`config.mk`:
```
export PLATFORM = sky130hd
export DESIGN_NAME = ufb_usart
export DESIGN_NICKNAME = d
export VERILOG_FILES = /design/src/shared/ufb_pkg.sv /design/src/rtl/ufb_usart.sv /design/src/rtl/ufb_fifo.sv
export SDC_FILE = /design/constraint.sdc
export NUM_CORES = 1
export LEC_CHECK = 0
export BUFFER_PORTS_ARGS = -buffer_cell sky130_fd_sc_hd__buf_2
export CAP_MARGIN = 0
export CORE_MARGIN = 2
export CORE_UTILIZATION = 45
export DETAILED_ROUTE_END_ITERATION = 7
export PLACE_DENSITY = 0.66
export SYNTH_ARGS = -nofsm -noshare
export SYNTH_HDL_FRONTEND = slang
export SYNTH_SLANG_ARGS = --single-unit
```
`constraint.sdc`:
```
create_clock -name clk -period 4.2 [get_ports clk]
set_input_delay 0.42 -clock clk [delete_from_list [all_inputs] [get_ports clk]]
set_output_delay 0.42 -clock clk [all_outputs]
set_load 0.03 [all_outputs]
```
`src/shared/ufb_pkg.sv`:
```
// Contract
// - Clearing transmit enable waits until shift register and buffer are empty.
// - Once the transmitter is off it releases the serial output pin.
// - Mode field: 00 async, 01 sync, 10 reserved, 11 master SPI; the code has no SPI logic and runs 11 as async.
// - With parity on, transmitter computes and inserts frame parity.
// - With parity on, receiver checks parity and sets the error flag.
// - Parity field: 00 off, 01 reserved, 10 even, 11 odd.
// - Stop select gives one or two transmitted stop bits; receiver ignores it.
// - Size code 000..011 gives 5..8 bits, 111 gives 9, others reserved; the code also gives 9 for 100..110.
// - Sync polarity 0: transmit on rising, sample on falling; 1 swaps.
// - Baud divisor is 12 bits: four high bits, eight low bits.
// - Writing the low divisor register reloads the prescaler at once.
// - Double speed in async mode cuts the per-bit divisor from 16 to 8.
package ufb_pkg;
  localparam logic [2:0] ADDR_DATA = 3'h0;
  localparam logic [2:0] ADDR_CTRL_A = 3'h1;
  localparam logic [2:0] ADDR_CTRL_B = 3'h2;
  localparam logic [2:0] ADDR_FRAME = 3'h3;
  localparam logic [2:0] ADDR_BAUD_LO = 3'h4;
  localparam logic [2:0] ADDR_BAUD_HI = 3'h5;
  localparam logic [7:0] FRAME_RESET = 8'h06;
  localparam logic [11:0] BAUD_RESET = 12'h000;
  localparam int A_PAR_ERR = 2;
  localparam int A_DBL = 1;
  localparam int B_RXEN = 4;
  localparam int B_TXEN = 3;
  localparam int B_SIZE2 = 2;
  localparam int B_RX9 = 1;
  localparam int B_TX9 = 0;
  localparam int FIFO_DEPTH = 8;
  localparam int DATA_W = 9;
  localparam logic [4:0] OVS_NORMAL = 5'h10;
  localparam logic [4:0] OVS_DOUBLE = 5'h08;
  typedef enum logic [1:0] {MODE_ASYNC = 2'h0, MODE_SYNC = 2'h1, MODE_RSVD = 2'h2, MODE_SPI = 2'h3} ufb_mode_t;
  typedef struct packed {
    ufb_mode_t mode;
    logic [1:0] parity;
    logic two_stop;
    logic [1:0] size_lo;
    logic polarity;
  } ufb_frame_t;
  typedef struct packed {
    logic [DATA_W-1:0] data;
  } ufb_word_t;
endpackage : ufb_pkg

```
`src/rtl/ufb_usart.sv`:
```
// Added by the designer: the register offsets and strobed register access.
`timescale 1ns/100ps
module ufb_usart (
  input wire logic clk,
  input wire logic rst,
  input wire logic [2:0] addr,
  input wire logic [7:0] wdata,
  input wire logic wr,
  input wire logic rd,
  output logic [7:0] rdata,
  input wire logic serial_in_pin,
  output logic serial_out_pin,
  output logic serial_out_oe,
  output logic sync_clock_pin,
  output logic sync_clock_oe,
  output logic tx_busy
);
  ufb_pkg::ufb_frame_t frame_ff;
  logic [11:0] baud_divisor_ff;
  logic dbl_ff;
  logic txen_ff;
  logic rxen_ff;
  logic size2_ff;
  logic tx9_ff;
  logic [7:0] rdata_ff;
  logic tx_on_ff;
  logic [11:0] pre_ff;
  logic [4:0] ovs_ff;
  logic tick_ff;
  logic half_ff;
  logic [3:0] nbits;
  logic [4:0] ovs_top;
  logic sync_mode;
  logic fifo_in_ready;
  logic fifo_out_valid;
  logic fifo_pop;
  ufb_pkg::ufb_word_t fifo_out;
  ufb_pkg::ufb_word_t fifo_in;
  logic [11:0] shreg_ff;
  logic [3:0] tx_left_ff;
  logic tx_act_ff;
  logic txd_ff;
  logic xck_ff;
  logic sync_oe_ff;
  logic [9:0] rx_sh_ff;
  logic [3:0] rx_cnt_ff;
  logic rx_act_ff;
  logic rx_in_ff;
  logic [8:0] rx_data_ff;
  logic rx_par_err_ff;
  logic rx9_ff;
  logic [9:0] rx_word;
  function automatic logic [3:0] size_bits(input logic hi, input logic [1:0] lo);
    size_bits = hi ? 4'h9 : 4'(5 + lo);
  endfunction : size_bits
  function automatic logic par_of(input logic [8:0] d, input logic [3:0] n, input logic odd);
    logic p;
    p = odd;
    for (int i = 0; i < 9; i++)
    begin
      if (i < n)
      begin
        p = p ^ d[i];
      end
    end
    par_of = p;
  endfunction : par_of
  assign nbits = size_bits(size2_ff, frame_ff.size_lo);
  assign sync_mode = (frame_ff.mode == ufb_pkg::MODE_SYNC);
  assign ovs_top = (dbl_ff && !sync_mode) ? ufb_pkg::OVS_DOUBLE : ufb_pkg::OVS_NORMAL;
  assign fifo_in = '{data: {tx9_ff, wdata}};
  // Gated by the drained-off state, not the enable, so queued words still go out
  assign fifo_pop = fifo_out_valid && !tx_act_ff && tick_ff && tx_on_ff;
  // Register writes
  always_ff @(posedge clk or posedge rst)
  begin
    if (rst)
    begin
      frame_ff <= ufb_pkg::FRAME_RESET;
      baud_divisor_ff <= ufb_pkg::BAUD_RESET;
      dbl_ff <= 1'b0;
      txen_ff <= 1'b0;
      rxen_ff <= 1'b0;
      size2_ff <= 1'b0;
      tx9_ff <= 1'b0;
    end
    else if (wr)
    begin
      unique case (addr)
        ufb_pkg::ADDR_CTRL_A: dbl_ff <= wdata[ufb_pkg::A_DBL];
        ufb_pkg::ADDR_CTRL_B:
        begin
          rxen_ff <= wdata[ufb_pkg::B_RXEN];
          txen_ff <= wdata[ufb_pkg::B_TXEN];
          size2_ff <= wdata[ufb_pkg::B_SIZE2];
          tx9_ff <= wdata[ufb_pkg::B_TX9];
        end
        ufb_pkg::ADDR_FRAME: frame_ff <= wdata;
        ufb_pkg::ADDR_BAUD_LO: baud_divisor_ff[7:0] <= wdata;
        ufb_pkg::ADDR_BAUD_HI: baud_divisor_ff[11:8] <= wdata[3:0];
        default:
        begin
        end
      endcase
    end
  end
  // Reads; a data register read leaves receive state untouched
  always_ff @(posedge clk or posedge rst)
  begin
    if (rst)
    begin
      rdata_ff <= 8'h00;
    end
    else if (rd)
    begin
      unique case (addr)
        ufb_pkg::ADDR_DATA: rdata_ff <= rx_data_ff[7:0];
        ufb_pkg::ADDR_CTRL_A: rdata_ff <= {5'h00, rx_par_err_ff, dbl_ff, 1'b0};
        ufb_pkg::ADDR_CTRL_B: rdata_ff <= {3'h0, rxen_ff, txen_ff, size2_ff, rx9_ff, tx9_ff};
        ufb_pkg::ADDR_FRAME: rdata_ff <= frame_ff;
        ufb_pkg::ADDR_BAUD_LO: rdata_ff <= baud_divisor_ff[7:0];
        ufb_pkg::ADDR_BAUD_HI: rdata_ff <= {4'h0, baud_divisor_ff[11:8]};
        default: rdata_ff <= 8'h00;
      endcase
    end
  end
  assign rdata = rdata_ff;
  // Prescaler; tick is one bit period, half marks mid-bit
  always_ff @(posedge clk or posedge rst)
  begin
    if (rst)
    begin
      pre_ff <= 12'h000;
      ovs_ff <= 5'h00;
      tick_ff <= 1'b0;
      half_ff <= 1'b0;
    end
    else if (wr && addr == ufb_pkg::ADDR_BAUD_LO)
    begin
      pre_ff <= {baud_divisor_ff[11:8], wdata};
      ovs_ff <= 5'h00;
      tick_ff <= 1'b0;
      half_ff <= 1'b0;
    end
    else
    begin
      tick_ff <= 1'b0;
      half_ff <= 1'b0;
      if (pre_ff == 12'h000)
      begin
        pre_ff <= baud_divisor_ff;
        // Greater-or-equal so a drop from 16 to 8 steps never wraps the count
        if (ovs_ff >= ovs_top - 5'h01)
        begin
          ovs_ff <= 5'h00;
          tick_ff <= 1'b1;
        end
        else
        begin
          ovs_ff <= ovs_ff + 5'h01;
          half_ff <= (ovs_ff == (ovs_top >> 1) - 5'h01);
        end
      end
      else
      begin
        pre_ff <= pre_ff - 12'h001;
      end
    end
  end
  // Transmit buffer; the FIFO drops data register writes when full
  ufb_fifo #(
    .WIDTH(ufb_pkg::DATA_W),
    .DEPTH(ufb_pkg::FIFO_DEPTH)
  ) u_txfifo (
    .clk(clk),
    .rst(rst),
    .in_valid(wr && addr == ufb_pkg::ADDR_DATA),
    .in_ready(fifo_in_ready),
    .in_data(fifo_in),
    .out_valid(fifo_out_valid),
    .out_ready(fifo_pop),
    .out_data(fifo_out)
  );
  // Transmitter: frame = start, data, parity, stop(s), LSB first
  always_ff @(posedge clk or posedge rst)
  begin
    if (rst)
    begin
      shreg_ff <= 12'hFFF;
      tx_left_ff <= 4'h0;
      tx_act_ff <= 1'b0;
      txd_ff <= 1'b1;
      tx_on_ff <= 1'b0;
    end
    else
    begin
      if (txen_ff)
      begin
        tx_on_ff <= 1'b1;
      end
      else if (!tx_act_ff && !fifo_out_valid)
      begin
        tx_on_ff <= 1'b0;
      end
      if (fifo_pop)
      begin
        tx_act_ff <= 1'b1;
        txd_ff <= 1'b0;
        shreg_ff <= '1;
        for (int i = 0; i < 9; i++)
        begin
          if (i < nbits)
          begin
            shreg_ff[i] <= fifo_out.data[i];
          end
        end
        if (frame_ff.parity[1])
        begin
          shreg_ff[nbits] <= par_of(fifo_out.data, nbits, frame_ff.parity[0]);
        end
        tx_left_ff <= nbits + 4'(frame_ff.parity[1]) + 4'(frame_ff.two_stop) + 4'h1;
      end
      else if (tx_act_ff && tick_ff)
      begin
        if (tx_left_ff == 4'h0)
        begin
          tx_act_ff <= 1'b0;
          txd_ff <= 1'b1;
        end
        else
        begin
          txd_ff <= shreg_ff[0];
          shreg_ff <= {1'b1, shreg_ff[11:1]};
          tx_left_ff <= tx_left_ff - 4'h1;
        end
      end
    end
  end
  assign serial_out_pin = txd_ff;
  assign serial_out_oe = tx_on_ff;
  assign tx_busy = tx_act_ff;
  // Sync clock: data changes at tick, sampled at half
  always_ff @(posedge clk or posedge rst)
  begin
    if (rst)
    begin
      xck_ff <= 1'b0;
      sync_oe_ff <= 1'b0;
    end
    else
    begin
      sync_oe_ff <= sync_mode && tx_on_ff;
      // Idles at the polarity level, so the first edge is always the data edge
      if (!sync_mode)
      begin
        xck_ff <= frame_ff.polarity;
      end
      else if (tick_ff)
      begin
        xck_ff <= !frame_ff.polarity;
      end
      else if (half_ff)
      begin
        xck_ff <= frame_ff.polarity;
      end
    end
  end
  assign sync_clock_pin = xck_ff;
  assign sync_clock_oe = sync_oe_ff;
  // Frame aligned so data sits at bit 0 and parity right above it
  assign rx_word = rx_sh_ff >> (4'hA - nbits - 4'(frame_ff.parity[1]));
  // Receiver: sample mid-bit on half; stop setting ignored
  always_ff @(posedge clk or posedge rst)
  begin
    if (rst)
    begin
      rx_in_ff <= 1'b1;
      rx_sh_ff <= 10'h000;
      rx_cnt_ff <= 4'h0;
      rx_act_ff <= 1'b0;
      rx_data_ff <= 9'h000;
      rx9_ff <= 1'b0;
      rx_par_err_ff <= 1'b0;
    end
    else
    begin
      rx_in_ff <= serial_in_pin;
      if (!rxen_ff)
      begin
        rx_act_ff <= 1'b0;
      end
      else if (!rx_act_ff && !rx_in_ff && half_ff)
      begin
        rx_act_ff <= 1'b1;
        rx_cnt_ff <= nbits + 4'(frame_ff.parity[1]);
      end
      else if (rx_act_ff && half_ff)
      begin
        if (rx_cnt_ff == 4'h0)
        begin
          rx_act_ff <= 1'b0;
          rx_data_ff <= rx_word[8:0] & (9'h1FF >> (4'h9 - nbits));
          rx9_ff <= (nbits == 4'h9) && rx_word[8];
          rx_par_err_ff <= frame_ff.parity[1] &&
            (par_of(rx_word[8:0], nbits, frame_ff.parity[0]) != rx_word[nbits]);
        end
        else
        begin
          rx_sh_ff <= {rx_in_ff, rx_sh_ff[9:1]};
          rx_cnt_ff <= rx_cnt_ff - 4'h1;
        end
      end
    end
  end
  txoff_after_drain_a: assert property (@(posedge clk) disable iff (rst)
    (!txen_ff && (tx_act_ff || fifo_out_valid)) |=> tx_on_ff || !$past(tx_on_ff))
    else $error("Transmitter turned off with data pending");
  pin_release_a: assert property (@(posedge clk) disable iff (rst)
    !tx_on_ff |-> !serial_out_oe)
    else $error("Serial output still driven while off");
  hi_reads_zero_a: assert property (@(posedge clk) disable iff (rst)
    (rd && addr == ufb_pkg::ADDR_BAUD_HI) |=> rdata[7:4] == 4'h0)
    else $error("Upper divisor bits not zero");
  reload_now_a: assert property (@(posedge clk) disable iff (rst)
    (wr && addr == ufb_pkg::ADDR_BAUD_LO) |=> pre_ff == {baud_divisor_ff[11:8], $past(wdata)})
    else $error("Prescaler not reloaded");
  tick_rate_a: assert property (@(posedge clk) disable iff (rst)
    tick_ff |-> ##1 !tick_ff [*7])
    else $error("Bit tick too frequent");
  stop_count_a: assert property (@(posedge clk) disable iff (rst)
    fifo_pop |=> tx_left_ff == nbits + 4'(frame_ff.parity[1]) + 4'(frame_ff.two_stop) + 4'h1)
    else $error("Wrong frame length");
  size_code_a: assert property (@(posedge clk) disable iff (rst)
    size2_ff |-> nbits == 4'h9)
    else $error("Wrong character size");
  sync_clk_oe_a: assert property (@(posedge clk) disable iff (rst)
    !sync_mode |=> !sync_clock_oe)
    else $error("Sync clock driven outside sync mode");
  xck_data_edge_a: assert property (@(posedge clk) disable iff (rst)
    (sync_mode && tick_ff) |=> sync_clock_pin != $past(frame_ff.polarity))
    else $error("Sync clock data edge has wrong direction");
  xck_sample_edge_a: assert property (@(posedge clk) disable iff (rst)
    (sync_mode && half_ff) |=> sync_clock_pin == $past(frame_ff.polarity))
    else $error("Sync clock sample edge has wrong direction");
  drain_hold_a: assert property (@(posedge clk) disable iff (rst)
    (tx_on_ff && (tx_act_ff || fifo_out_valid)) |=> tx_on_ff)
    else $error("Transmitter dropped with data pending");
  idle_high_a: assert property (@(posedge clk) disable iff (rst)
    !tx_on_ff |-> serial_out_pin)
    else $error("Serial output not idle while released");
endmodule : ufb_usart

```
`src/rtl/ufb_fifo.sv`:
```
`timescale 1ns/100ps
module ufb_fifo #(
  parameter int WIDTH = 9,
  parameter int DEPTH = 8
) (
  input wire logic clk,
  input wire logic rst,
  input wire logic in_valid,
  output logic in_ready,
  input wire logic [WIDTH-1:0] in_data,
  output logic out_valid,
  input wire logic out_ready,
  output logic [WIDTH-1:0] out_data
);
  localparam int AW = $clog2(DEPTH);
  logic [WIDTH-1:0] mem [DEPTH];
  logic [AW-1:0] wr_ff;
  logic [AW-1:0] rd_ff;
  logic [AW:0] cnt_ff;
  logic push;
  logic pop;
  assign in_ready = (cnt_ff != (AW+1)'(DEPTH));
  assign out_valid = (cnt_ff != '0);
  assign out_data = mem[rd_ff];
  assign push = in_valid && in_ready;
  assign pop = out_valid && out_ready;
  always_ff @(posedge clk)
  begin
    if (push)
    begin
      mem[wr_ff] <= in_data;
    end
  end
  always_ff @(posedge clk or posedge rst)
  begin
    if (rst)
    begin
      wr_ff <= '0;
      rd_ff <= '0;
      cnt_ff <= '0;
    end
    else
    begin
      if (push)
      begin
        wr_ff <= (wr_ff == AW'(DEPTH-1)) ? '0 : wr_ff + 1'b1;
      end
      if (pop)
      begin
        rd_ff <= (rd_ff == AW'(DEPTH-1)) ? '0 : rd_ff + 1'b1;
      end
      cnt_ff <= cnt_ff + (AW+1)'(push) - (AW+1)'(pop);
    end
  end
endmodule : ufb_fifo

```
==> flow_summary_export.csv <==
group,metric,value,unit
floorplan,initial_core_util,46.1,%
global_routing,grt_use_total,19.4,%
clocking,cts_hold_buf,0,
pwr,p_leak,3.96,nW
sta,fmax,260,MHz
critical_path,critPathKind,"register to register",
sta,rsz0062_at_grt,"false",
critical_path,critical-path-slowest-cell,"dfstp_2",
sta,finClkSkew,12.8,ps
yosys,ys_seq_area_share,54.5,%
sta,worst_pin_slew,1080,ps
final_layout,layout_common_cells,"nand2_1 (94), dfrtp_1 (93), edfxtp_1 (72)",
clocking,htree_levels,4,
drt,drt_first_pass_iters,4,
placed_design,pre_cts_ws,324,ps
global_routing,grt_pass1_vias,5972,
sta,fin_crit_sh,91.4,%
sta,timing.hold.ws,-5.12,ps
floorplan,core_area,19500,sq um
pwr,power.total,4.86,mW
run_status,status,"complete, but fails checks",
min_path,hold_class,"primary input to asynchronous set/reset pin",
critical_path,r2r_setup_slack,360,ps
run_status,violations,"negative hold slack",
sta,finalSetupViolCount,0,
clocking,cts_buffers,17,
floorplan,die_x,145,um
yosys,synth_area,9000,sq um
global_routing,grt_pass1_wl,32300,um
clocking,cts_root_buf,"clkbuf_16",
drt,ant_nets,0,
sta,drv_slew,0,
global_routing,gr-total-overflow,0,
final_layout,nets,830,
yosys,synth-seq-cells,181,
yosys,synth_ff_type,"dfrtp_1",
drt,drt-vias-per-instance,5.56,
drt,wl_per_cell,18.3,um
yosys,synthesis.area_per_instance,11.8,sq um
clocking,cts_buffer_depth,2,
global_routing,grt_max_degree,41,
floorplan,die_y,145,um
clocking,clk_latency,440,ps
placed_design,place_area,9420,sq um
yosys,ys_async_sr_fraction,60.2,%
drt,drt_wl_total,19500,um
critical_path,critical_path.cell_chain,"ha_1 > and2_1 > nand2_1 > fa_1 > xnor2_1 > and2_0 > a22oi_1 > xnor2_1 > xnor2_1 > xnor3_1 > xnor2_1 > o31ai_1",
yosys,synth_edf_count,72,
global_routing,antenna_found_initial,0,
sta,final-hold-violation-count,4,
drt,drt_iter0_drc,380,
sta,fin_tns_setup,0,ps
sta,fin_crit,3840,ps
critical_path,cp_data_arrival_time,4170,ps
clocking,cts_tree,"yes",
floorplan,rows,51,
placed_design,dp.final_hpwl,13600,um
sta,finalWorstSetupSlack,360,ps
final_layout,layout_commonest_cell,"nand2_1",
final_layout,diodes,0,
pwr,powerDensity,486,nW/um^2
final_layout,syn_to_final_growth,11.1,%
floorplan,die-area,21200,sq um
critical_path,slowest_delay,700,ps
floorplan,io_pins,29,
placed_design,gp_congestion,0.905,
critical_path,start_kind,"register",
final_layout,final_area,10000,sq um
yosys,synth_cell_type_count,61,
final_layout,drive_gt1_share,19.6,%
drt,drc_errors,0,
drt,dr_total_vias,5929,
pwr,worst_ir_drop_vdd,339,uV
critical_path,path_max_fanout,14,
critical_path,cp-end-kind,"register",
yosys,syn_nets,807,
yosys,yosysWarnings,0,
sta,slew_headroom,27.8,%
placed_design,portBuffers,28,
critical_path,crit_top_cell,"xnor2_1",
job,max-cap-violations,0,
yosys,syn_inst,765,
clocking,clk_pin_slew,80,ps
clocking,cts.sinks,181,
final_layout,fillers,1714,
critical_path,required,4530,ps
[routing by layer]
metal / track usage, % / vias up / part of all wire [%]
met5: 0 / - / 0
met2: 28.9 / 89 / 45
met1: 28.3 / 2993 / 50
met3: 4.04 / 22 / 2.9
li1: - / 2825 / -
met4: 6.86 / 0 / 2.0
[metrics by stage]
stage	utilization (%)	instances
after floorplan	-	765
after global placement	48.2	1034
after detailed placement	48.2	1034
after CTS	51.2	1066
after global routing	51.2	1066
final	51.2	1066
[Yosys cell counts (3+ instances only)]
library cell	instances	area (sq um)
nor3b_1	6	45.0
o21ai_0	42	210
o211ai_1	5	37.5
mux2i_1	13	130
a22oi_1	4	30.0
nor2b_1	11	68.8
a32o_1	4	40.0
a21oi_1	43	215
ha_1	24	300
nand3_1	15	75.1
mux2_2	35	394
nor2_1	59	221
xor2_1	9	78.8
o221ai_1	4	35.0
xnor2_1	23	201
a221oi_1	4	35.0
nand2_1	94	353
and3_1	4	25.0
edfxtp_1	72	2160
nand2b_1	10	62.6
o41ai_1	4	35.0
dfstp_2	16	420
mux4_2	25	563
buf_2	7	35.0
a221o_1	3	30.0
or3_1	4	25.0
clkbuf_1	27	101
dfrtp_1	93	2330
nor4_1	6	37.5
nand4_1	4	25.0
a31oi_1	4	25.0
o21a_1	4	30.0
nor3_1	14	70.1
inv_1	27	101
a21o_1	8	60.1
and2_1	3	18.8
[state kept, by name, summed over array words and instances (netlist names), 3 cells and up]
signal and cells:
pre_ff 12, u_txfifo.mem 72, rx_cnt_ff 4, u_txfifo.cnt_ff 4, frame_ff 8, u_txfifo.wr_ff 3
ovs_ff 5, u_txfifo.rd_ff 3, tx_left_ff 4, rx_sh_ff 10, rx_data_ff 8, rdata 8
shreg_ff 12, baud_divisor_ff 12
[timing repair]
item,4_1_cts,5_1_grt
setup buffers,0,0
gates resized for setup,0,1
endpoints found under the setup margin,0,1
[worst max-delay path, delay by kind of cell, from the launching register on]
family	cells	cell delay, ps
flops	1	700
xor+xnor	5	1200
compound gates	2	390
simple gates	3	660
fa+ha+maj	2	770
[final cells by class]
class	count	area (sq um)	share of cell area (%)
inverters	27	104	1.04
flip-flops and latches	181	4910	49.1
clock inverters	15	156	1.56
multi-input cells	520	3840	38.4
repair buffers	41	238	2.38
clock buffers	17	425	4.25
well taps	265	332	3.31
[cell families (layout without fill, tap and decap cells)]
group	Yosys count	after routing	share of synthesized area [%]
compound gates	140	140	9.69
xor+xnor	37	37	4.24
fa+ha+maj	26	26	3.78
buf+inv	64	100	2.86
flops	181	181	54.5
mux	74	74	12.3
simple gates	243	243	12.6
[power breakdown]
group | leakage (nW) | internal (mW) | total [mW] | switching (mW)
clock | 0.278 | 0.793 | 1.56 | 0.767
combinational | 1.67 | 0.455 | 1.10 | 0.649
sequential | 2.01 | 2.03 | 2.20 | 0.174
total | 3.96 | 3.27 | 4.86 | 1.59
[path summary, 6_finish.rpt]
check,end,cells past startpoint,startpoint
setup reg to reg,rx_par_err_ff,12,frame_ff[1]
hold reg to reg,serial_out_pin,2,serial_out_pin
max in group asynchronous,rx_in_ff,3,rst
hold / removal,ovs_ff[1],2,rst
setup / recovery,rx_par_err_ff,12,frame_ff[1]
min in group clk,rx_in_ff,1,serial_in_pin
Power figures use the tool's default switching activity.
